--- src/dshp_pkg.sv ---
// Shared constants for the display serial host port.
package dshp_pkg;

  // Bit index of the last bit in a write frame, per variant.
  localparam logic [3:0] LAST_BIT_4W = 4'h7;
  localparam logic [3:0] LAST_BIT_3W = 4'h8;

  // Bits still to send after the bit that a load puts on the line.
  localparam logic [2:0] RD_BITS_AFTER_LOAD = 3'h7;

  // Byte returned when the user side has nothing ready at a load.
  localparam logic [7:0] RD_FILL_BYTE = 8'h00;

  // Receive FIFO shape: one type bit above the byte, four entries.
  localparam int RX_WIDTH = 9;
  localparam int RX_DEPTH = 4;

  // Values after reset.
  localparam logic [3:0] BIT_CNT_RST = 4'h0;
  localparam logic [7:0] SHIFT_RST = 8'h00;
  localparam logic [2:0] RD_BITS_RST = 3'h0;

  // Core clock and the fastest serial clocks the host may use.
  localparam int CLK_KHZ = 200000;
  localparam int SCLK_WR_MAX_KHZ = 20000;
  localparam int SCLK_RD_MAX_KHZ = 2500;

  // Core cycles in the shortest serial clock period, rounded down.
  localparam int SCLK_WR_MIN_CYC = CLK_KHZ / SCLK_WR_MAX_KHZ;
  localparam int SCLK_RD_MIN_CYC = CLK_KHZ / SCLK_RD_MAX_KHZ;

  // Link state of the port.
  typedef enum logic [1:0] {
    ST_IDLE,
    ST_SHIFT,
    ST_READ
  } dshp_state_t;

endpackage : dshp_pkg

--- src/dshp_top.sv ---
// Serial host port of the display controller, with its receive FIFO.
// Function
// - The strap picks the variant: low is 4-wire with a select pin, high is 3-wire with 9-bit frames.
// - In 4-wire writes the data line is shifted in on each rising clock edge, most significant bit first.
// - A finished 4-wire byte goes out as a command when the select pin is low and as data when it is high.
// - Each read byte goes out most significant bit first, one bit per falling clock edge, except the first D7 of a 4-wire read, put out when select rises.
// - A read may return several bytes in a row and ends when the host raises chip select.
// - A 3-wire write frame is a type bit then bits seven to zero, type 0 marking a command and 1 data.
// - A 3-wire read is a command frame with type 0, then one type bit of 1, then data out on falling edges.
`timescale 1ns/1ps
`default_nettype none

module dshp_fifo #(
  parameter int WIDTH = 9,
  parameter int DEPTH = 4
) (
  // Clock and reset.
  input wire logic clk_i,
  input wire logic resetn_i,
  // Filling side.
  input wire logic in_valid_i,
  output logic in_ready_o,
  input wire logic [WIDTH-1:0] in_data_i,
  // Draining side.
  output logic out_valid_o,
  input wire logic out_ready_i,
  output logic [WIDTH-1:0] out_data_o
);

  localparam int AW = $clog2(DEPTH);

  logic [WIDTH-1:0] mem [DEPTH];
  logic [AW:0] wptr_reg;
  logic [AW:0] rptr_reg;
  logic push;
  logic pop;
  logic full;
  logic empty;

  // One extra pointer bit tells a full buffer from an empty one.
  assign empty = (wptr_reg == rptr_reg);
  assign full = (wptr_reg[AW-1:0] == rptr_reg[AW-1:0]) &&
                (wptr_reg[AW] != rptr_reg[AW]);
  assign in_ready_o = !full;
  assign out_valid_o = !empty;
  assign push = in_valid_i && !full;
  assign pop = out_ready_i && !empty;
  assign out_data_o = mem[rptr_reg[AW-1:0]];

  always_ff @(posedge clk_i) begin
    if (push) begin
      mem[wptr_reg[AW-1:0]] <= in_data_i;
    end
  end

  always_ff @(posedge clk_i or negedge resetn_i) begin
    if (!resetn_i) begin
      wptr_reg <= '0;
    end else if (push) begin
      wptr_reg <= wptr_reg + 1'b1;
    end
  end

  always_ff @(posedge clk_i or negedge resetn_i) begin
    if (!resetn_i) begin
      rptr_reg <= '0;
    end else if (pop) begin
      rptr_reg <= rptr_reg + 1'b1;
    end
  end

endmodule : dshp_fifo

module dshp_top (
  // Clock and reset.
  input wire logic clk_i,
  input wire logic resetn_i,
  // Serial link pins.
  input wire logic sclk_i,
  input wire logic cs_n_i,
  input wire logic dc_i,
  input wire logic sda_i,
  output logic sda_o,
  output logic sda_oe_o,
  input wire logic bus_variant_strap_i,
  // Received bytes toward the command decoder.
  output logic rx_valid_o,
  input wire logic rx_ready_i,
  output logic [7:0] rx_byte_o,
  output logic rx_is_data_o,
  output logic rx_overrun_o,
  // Read data from the register side.
  input wire logic read_arm_i,
  input wire logic tx_valid_i,
  input wire logic [7:0] tx_byte_i,
  output logic tx_ready_o,
  // Status.
  output logic variant_3wire_o
);

  logic sclk_s1_reg;
  logic sclk_s2_reg;
  logic sclk_s3_reg;
  logic cs_s1_reg;
  logic cs_s2_reg;
  logic dc_s1_reg;
  logic dc_s2_reg;
  logic sda_s1_reg;
  logic sda_s2_reg;
  logic strap_s1_reg;
  logic strap_s2_reg;
  logic variant3_reg;
  dshp_pkg::dshp_state_t state_reg;
  logic [3:0] bit_cnt_reg;
  logic [7:0] in_sh_reg;
  logic after_cmd_reg;
  logic [6:0] out_sh_reg;
  logic [2:0] rd_bits_reg;
  logic overrun_reg;
  logic sda_out_reg;
  logic cs_active;
  logic rise;
  logic fall;
  logic [3:0] last_bit;
  logic enter_rd4;
  logic enter_rd3;
  logic in_shift;
  logic byte_done;
  logic [7:0] new_byte;
  logic new_is_data;
  logic load;
  logic shift_out;
  logic [7:0] load_byte;
  logic push_ready;
  logic [8:0] pop_word;

  // Every pin passes two flops; edges are found between the second
  // and a third flop so the first stage feeds nothing else.
  always_ff @(posedge clk_i or negedge resetn_i) begin
    if (!resetn_i) begin
      sclk_s1_reg <= 1'b0;
      sclk_s2_reg <= 1'b0;
      sclk_s3_reg <= 1'b0;
      cs_s1_reg <= 1'b1;
      cs_s2_reg <= 1'b1;
      dc_s1_reg <= 1'b0;
      dc_s2_reg <= 1'b0;
      sda_s1_reg <= 1'b0;
      sda_s2_reg <= 1'b0;
      strap_s1_reg <= 1'b0;
      strap_s2_reg <= 1'b0;
    end else begin
      sclk_s1_reg <= sclk_i;
      sclk_s2_reg <= sclk_s1_reg;
      sclk_s3_reg <= sclk_s2_reg;
      cs_s1_reg <= cs_n_i;
      cs_s2_reg <= cs_s1_reg;
      dc_s1_reg <= dc_i;
      dc_s2_reg <= dc_s1_reg;
      sda_s1_reg <= sda_i;
      sda_s2_reg <= sda_s1_reg;
      strap_s1_reg <= bus_variant_strap_i;
      strap_s2_reg <= strap_s1_reg;
    end
  end

  assign cs_active = !cs_s2_reg;
  assign rise = sclk_s2_reg && !sclk_s3_reg;
  assign fall = !sclk_s2_reg && sclk_s3_reg;

  // The strap is followed only between frames, so a frame never
  // changes its variant halfway.
  always_ff @(posedge clk_i or negedge resetn_i) begin
    if (!resetn_i) begin
      variant3_reg <= 1'b0;
    end else if (!cs_active) begin
      variant3_reg <= strap_s2_reg;
    end
  end

  assign variant_3wire_o = variant3_reg;
  assign last_bit = variant3_reg ? dshp_pkg::LAST_BIT_3W
                                 : dshp_pkg::LAST_BIT_4W;
  assign in_shift = (state_reg == dshp_pkg::ST_SHIFT);

  // A read starts only when the decoder has judged the last command
  // to be a read; the port itself knows no command semantics.
  assign enter_rd4 = in_shift && !variant3_reg && after_cmd_reg &&
                     (bit_cnt_reg == dshp_pkg::BIT_CNT_RST) &&
                     read_arm_i && dc_s2_reg;
  assign enter_rd3 = in_shift && variant3_reg && after_cmd_reg &&
                     (bit_cnt_reg == dshp_pkg::BIT_CNT_RST) &&
                     read_arm_i && rise && sda_s2_reg;

  always_ff @(posedge clk_i or negedge resetn_i) begin
    if (!resetn_i) begin
      state_reg <= dshp_pkg::ST_IDLE;
    end else if (!cs_active) begin
      state_reg <= dshp_pkg::ST_IDLE;
    end else begin
      unique case (state_reg)
        dshp_pkg::ST_IDLE: begin
          state_reg <= dshp_pkg::ST_SHIFT;
        end
        dshp_pkg::ST_SHIFT: begin
          if (enter_rd4 || enter_rd3) begin
            state_reg <= dshp_pkg::ST_READ;
          end
        end
        dshp_pkg::ST_READ: begin
          state_reg <= dshp_pkg::ST_READ;
        end
      endcase
    end
  end

  // Write path.
  assign byte_done = in_shift && rise && !enter_rd3 &&
                     (bit_cnt_reg == last_bit);
  assign new_byte = {in_sh_reg[6:0], sda_s2_reg};
  // In 4-wire mode the select pin is taken at the last bit; the host
  // keeps it steady over the byte, so any bit would give the same.
  assign new_is_data = variant3_reg ? in_sh_reg[7] : dc_s2_reg;

  always_ff @(posedge clk_i or negedge resetn_i) begin
    if (!resetn_i) begin
      bit_cnt_reg <= dshp_pkg::BIT_CNT_RST;
    end else if (!in_shift) begin
      bit_cnt_reg <= dshp_pkg::BIT_CNT_RST;
    end else if (rise && !enter_rd3) begin
      if (bit_cnt_reg == last_bit) begin
        bit_cnt_reg <= dshp_pkg::BIT_CNT_RST;
      end else begin
        bit_cnt_reg <= bit_cnt_reg + 4'h1;
      end
    end
  end

  always_ff @(posedge clk_i or negedge resetn_i) begin
    if (!resetn_i) begin
      in_sh_reg <= dshp_pkg::SHIFT_RST;
    end else if (in_shift && rise) begin
      in_sh_reg <= {in_sh_reg[6:0], sda_s2_reg};
    end
  end

  always_ff @(posedge clk_i or negedge resetn_i) begin
    if (!resetn_i) begin
      after_cmd_reg <= 1'b0;
    end else if (!cs_active) begin
      after_cmd_reg <= 1'b0;
    end else if (byte_done) begin
      after_cmd_reg <= !new_is_data;
    end
  end

  // The host cannot be stalled, so a byte that meets a full FIFO is
  // dropped and flagged; the decoder must drain faster than a byte
  // time of 8 serial clocks in 4-wire and 9 in 3-wire.
  always_ff @(posedge clk_i or negedge resetn_i) begin
    if (!resetn_i) begin
      overrun_reg <= 1'b0;
    end else begin
      overrun_reg <= byte_done && !push_ready;
    end
  end

  assign rx_overrun_o = overrun_reg;

  dshp_fifo #(
    .WIDTH(dshp_pkg::RX_WIDTH),
    .DEPTH(dshp_pkg::RX_DEPTH)
  ) u_rx_fifo (
    .clk_i(clk_i),
    .resetn_i(resetn_i),
    .in_valid_i(byte_done),
    .in_ready_o(push_ready),
    .in_data_i({new_is_data, new_byte}),
    .out_valid_o(rx_valid_o),
    .out_ready_i(rx_ready_i),
    .out_data_o(pop_word)
  );

  assign rx_is_data_o = pop_word[8];
  assign rx_byte_o = pop_word[7:0];

  // Read path: 4-wire puts D7 out as soon as select rises, 3-wire on
  // the falling edge that closes the type bit.
  assign load = enter_rd4 || ((state_reg == dshp_pkg::ST_READ) && fall &&
                (rd_bits_reg == dshp_pkg::RD_BITS_RST));
  assign shift_out = (state_reg == dshp_pkg::ST_READ) && fall &&
                     (rd_bits_reg != dshp_pkg::RD_BITS_RST);
  assign load_byte = tx_valid_i ? tx_byte_i : dshp_pkg::RD_FILL_BYTE;
  assign tx_ready_o = load;

  always_ff @(posedge clk_i or negedge resetn_i) begin
    if (!resetn_i) begin
      rd_bits_reg <= dshp_pkg::RD_BITS_RST;
    end else if (!cs_active || enter_rd3) begin
      rd_bits_reg <= dshp_pkg::RD_BITS_RST;
    end else if (load) begin
      rd_bits_reg <= dshp_pkg::RD_BITS_AFTER_LOAD;
    end else if (shift_out) begin
      rd_bits_reg <= rd_bits_reg - 3'h1;
    end
  end

  always_ff @(posedge clk_i or negedge resetn_i) begin
    if (!resetn_i) begin
      out_sh_reg <= 7'h00;
      sda_out_reg <= 1'b0;
    end else if (load) begin
      out_sh_reg <= load_byte[6:0];
      sda_out_reg <= load_byte[7];
    end else if (shift_out) begin
      out_sh_reg <= {out_sh_reg[5:0], 1'b0};
      sda_out_reg <= out_sh_reg[6];
    end
  end

  assign sda_o = sda_out_reg;
  assign sda_oe_o = (state_reg == dshp_pkg::ST_READ);

endmodule : dshp_top

`default_nettype wire

--- config.mk ---
export PLATFORM = sky130hd
export DESIGN_NAME = dshp_top
export DESIGN_NICKNAME = d
export VERILOG_FILES = /design/src/dshp_pkg.sv /design/src/dshp_top.sv
export SDC_FILE = /design/constraint.sdc
export NUM_CORES = 1
export LEC_CHECK = 0
export ABC_AREA = 1
export BUFFER_PORTS_ARGS = -buffer_cell sky130_fd_sc_hd__buf_2
export CAP_MARGIN = 20
export CORE_ASPECT_RATIO = 1.5
export CORE_UTILIZATION = 40
export DETAILED_ROUTE_END_ITERATION = 12
export GPL_TIMING_DRIVEN = 1
export SETUP_SLACK_MARGIN = 0.3
export SYNTH_ARGS = -nofsm -noshare
export SYNTH_HDL_FRONTEND = slang
export SYNTH_SLANG_ARGS = --single-unit
--- constraint.sdc ---
create_clock -name clk_i -period 2.35 [get_ports clk_i]
set_clock_uncertainty 0.05 [all_clocks]
set_input_delay 0.47 -clock clk_i [delete_from_list [all_inputs] [get_ports clk_i]]
set_output_delay 0.47 -clock clk_i [all_outputs]
set_load 0.02 [all_outputs]
==> results.txt <==
----------------------------------------------------
[Status]
  Status ... complete, no violations

[Cells and area]
  Leading cell types in the layout, fill and taps excluded ... sky130_fd_sc_hd__nand2_1 (98), sky130_fd_sc_hd__dfrtp_1 (42), sky130_fd_sc_hd__edfxtp_1 (36), sky130_fd_sc_hd__nor2_1 (32), sky130_fd_sc_hd__buf_2 (32)
  Share of layout cells above drive strength 1 ... a little over a fifth
  Count of nets after finishing ... ~430
  Area of the multi-input gates ... 1216 sq um
  End-of-flow core utilization ... between 40 and 50%
  Most common library cell in the layout ignoring fill and taps ... sky130_fd_sc_hd__nand2_1
  Fillers ... ~780
  Area taken by flip-flops and latches ... between 2000 and 2500 sq um
  Flip-flop count of the largest register after layout ... 36
  # diodes ... 0
  Growth of design area from synthesis to finish ... 19.18%

[Clock network]
  Cts bufs inserted ... 9
  Clock input transition at the sequential cells of the worst setup and hold paths ... roughly 0.060 ns
  Quantity of hold-fixing buffers added after cts ... 0
  Depth of the CTS H-tree ... 3
  Buffer depth of the longest clock path ... 2
  Cell at the root of the clock tree ... sky130_fd_sc_hd__clkbuf_16
  TritonCTS clock tree ... yes
  Later-pin clock latency in the skew report ... 0.34 ns
  Sinks on the clock net ... between 80 and 90

[Critical path]
  Required time of the critical path ... about 1.8 ns
  Kind of launch point of the worst setup path ... register
  Setup CP Type ... register to output pin
  Arrival time reported for the critical path endpoint ... around 1.6 ns
  Critical Path Sink Type ... output pin
  Critical Path Fanout Max ... 3

[Power and ir drop]
  P per Cell Area ... 1063 nW/um^2
  Static leakage ... between 1.5 and 2 nW
  IR drop worst, VDD ... approximately 0.54 mV

[Die]
  Initial Utilization ... about two fifths
  Cell row count ... 41
  Top-level I/O count ... 33
  Core area ... between 8000 and 9000 sq um
  DIE HEIGHT ... about 120 um
  Die Span X ... 79.12 um
  Total die area ... 9311 sq um

[STA]
  RSZ-0062 raised after global routing ... true
  Max transition margin ... between 70% and 80%
  Slew Viols, Final ... 0
  Setup violation total in the final timing report ... 0
  Highest attainable clock frequency ... about 480 MHz
  Measured slew at the worst slew-check pin ... 0.3548 ns
  Final worst path period share ... 88.30%
  Final critical-path required period ... 2.075 ns
  Setup TNS Final ... 0 ns
  Endpoints failing hold ... 0

[Routing]
  Final antenna-violating net count ... 0
  DR iter-0 viols ... between 100 and 150
  Overall via count from detail_route ... around 2,500
  DRT Pass-1 Iters ... 4
  Wirelength per Cell ... ~13 um
  Post-Route WL ... 6836 um
  Avg Vias per Cell ... 4.939
  Remaining DRCs ... 0

[Min path]
  Hold Crit Class ... input port to asynchronous set/reset pin

[Yosys]
  Gate count of the mapped netlist ... approximately 350
  Distinct cells, synth ... 28
  Mapped cell area ... approximately 3600 sq um
  Syn Nets ... around 380
  Sequential cell area fraction in the yosys report ... between 60% and 70%
  Mapped Avg Cell Area ... around 10 sq um
  Number of storage elements in the synthesis netlist ... between 80 and 90
  Synth Warn # ... 0

[GRT]
  Wire length of the first global-routing pass ... ~11,000 um
  Initial antenna violation count ... 0
  Largest net degree at the start of global routing ... between 40 and 50
  Via count of the first global-routing pass ... 2,423
  Overall routing resource usage ... between 15 and 20%
  Leftover overflow at the end of global routing ... 0

[Placed design]
  Half-perimeter wire length after detailed placement ... around 4700 um
  Port Buf Inserts ... 32
  Routability congestion estimate from global placement ... 0.7893

[Run]
  Number of max-capacitance violations reported ... 0

----------------------------------------------------
==> Yosys cell counts (all sizes together) <==
master / n / area share, %
nand2: 105 / 11
dfrtp: 43 / 30
edfxtp: 36 / 30
nor2: 36 / 4.0
inv: 30 / 3.3
o21ai: 27 / 3.8
nand3: 23 / 3.6
ha: 11 / 3.9
buf: 9 / 1.6
o22ai: 9 / 1.6
nand3b: 7 / 1.5
nand4: 5 / 1.2
xor2: 4 / 0.98
dfstp: 2 / 1.5
o21bai: 2 / 0.42
xnor2: 2 / 0.49
a21oi: 1 / 0.14
clkbuf: 1 / 0.11
==> layer usage <==
layer | part of all wire (%) | global-route usage [%] | vias up
li1 | - | - | 1256
met1 | 42 | 17.65 | 1210
met2 | 53 | 27.69 | 50
met3 | 2.9 | 2.868 | 13
met4 | 2.4 | 9.205 | 0
met5 | 0 | 0 | -
==> power breakdown <==
group | switching (mW) | internal, mW
logic | 0.822 | 0.506
registers | 0.188 | 1.72
clock network | 0.557 | 0.725
total | 1.57 | 2.95
==> worst max-delay path, stage by stage (launching register included) <==
cell and delay, ns:
sky130_fd_sc_hd__dfrtp_1 0.40, sky130_fd_sc_hd__inv_1 0.08, sky130_fd_sc_hd__ha_2 0.20, sky130_fd_sc_hd__nand2_2 0.07, sky130_fd_sc_hd__nor2_4 0.11, sky130_fd_sc_hd__nand3b_1 0.15, sky130_fd_sc_hd__nand2_4 0.11, sky130_fd_sc_hd__buf_6 0.11
==> logic make-up (layout without fill, tap and decap cells) <==
| family | count (synthesis) | count (layout) | synth area share, % |
|---|---|---|---|
| and+or+nand+nor | 176 | 176 | 21.81 |
| DFF | 81 | 81 | 61.92 |
| buffers and inverters | 40 | 92 | 5.014 |
| AOI/OAI and AO/OA | 39 | 39 | 5.925 |
| adders and majority gates | 11 | 11 | 3.857 |
| xor gates and xnor gates | 6 | 6 | 1.473 |
==> path summary, 6_finish.rpt <==
kind	start	to	slack (ns)	depth (start not counted)
max	state_reg[0]$_DFFE_PN0P_	tx_ready_o	0.27	7
min	resetn_i	out_sh_reg[3]$_DFFE_PN0P_	0.05	2
max reg2reg	bit_cnt_reg[0]$_DFFE_PN0P_	out_sh_reg[2]$_DFFE_PN0P_	0.47	10
min reg2reg	sclk_s1_reg$_DFF_PN0_	sclk_s2_reg$_DFF_PN0_	0.29	0
max in group asynchronous	resetn_i	cs_s1_reg$_DFF_PN1_	1.93	2
min in group clk_i	cs_n_i	cs_s1_reg$_DFF_PN1_	0.18	1
==> what timing repair did <==
item / CTS / global route
endpoints found under the hold margin: 0 / 0
setup endpoints to repair: 11 / 40
pin swaps: 2 / 4
setup buffers: 2 / 3
resized for setup: 4 / 13
==> metrics by stage <==
stage,power (mW),instances,hold slack (ns),instance area (sq um),worst slack [ns]
global placement,3.143,491,0.2836,3881,0.4443
finish,4.522,512,0.04769,4253,0.2748
global route,4.798,512,0.06618,4253,0.1633
CTS,4.502,509,0.05635,4190,0.2311
floorplan,2.784,353,0.1244,3568,0.3839
detailed placement,3.170,491,0.2858,3881,0.3983
==> area by class of cell <==
type | count | share of cell area [%]
clock buffer | 10 | 5.384
tap | 107 | 3.148
sequential | 81 | 51.99
multi-input combinational | 232 | 28.60
clock inverter | 6 | 1.177
timing repair buffer | 46 | 6.884
inverter | 30 | 2.824
Power figures use the tool's default switching activity.
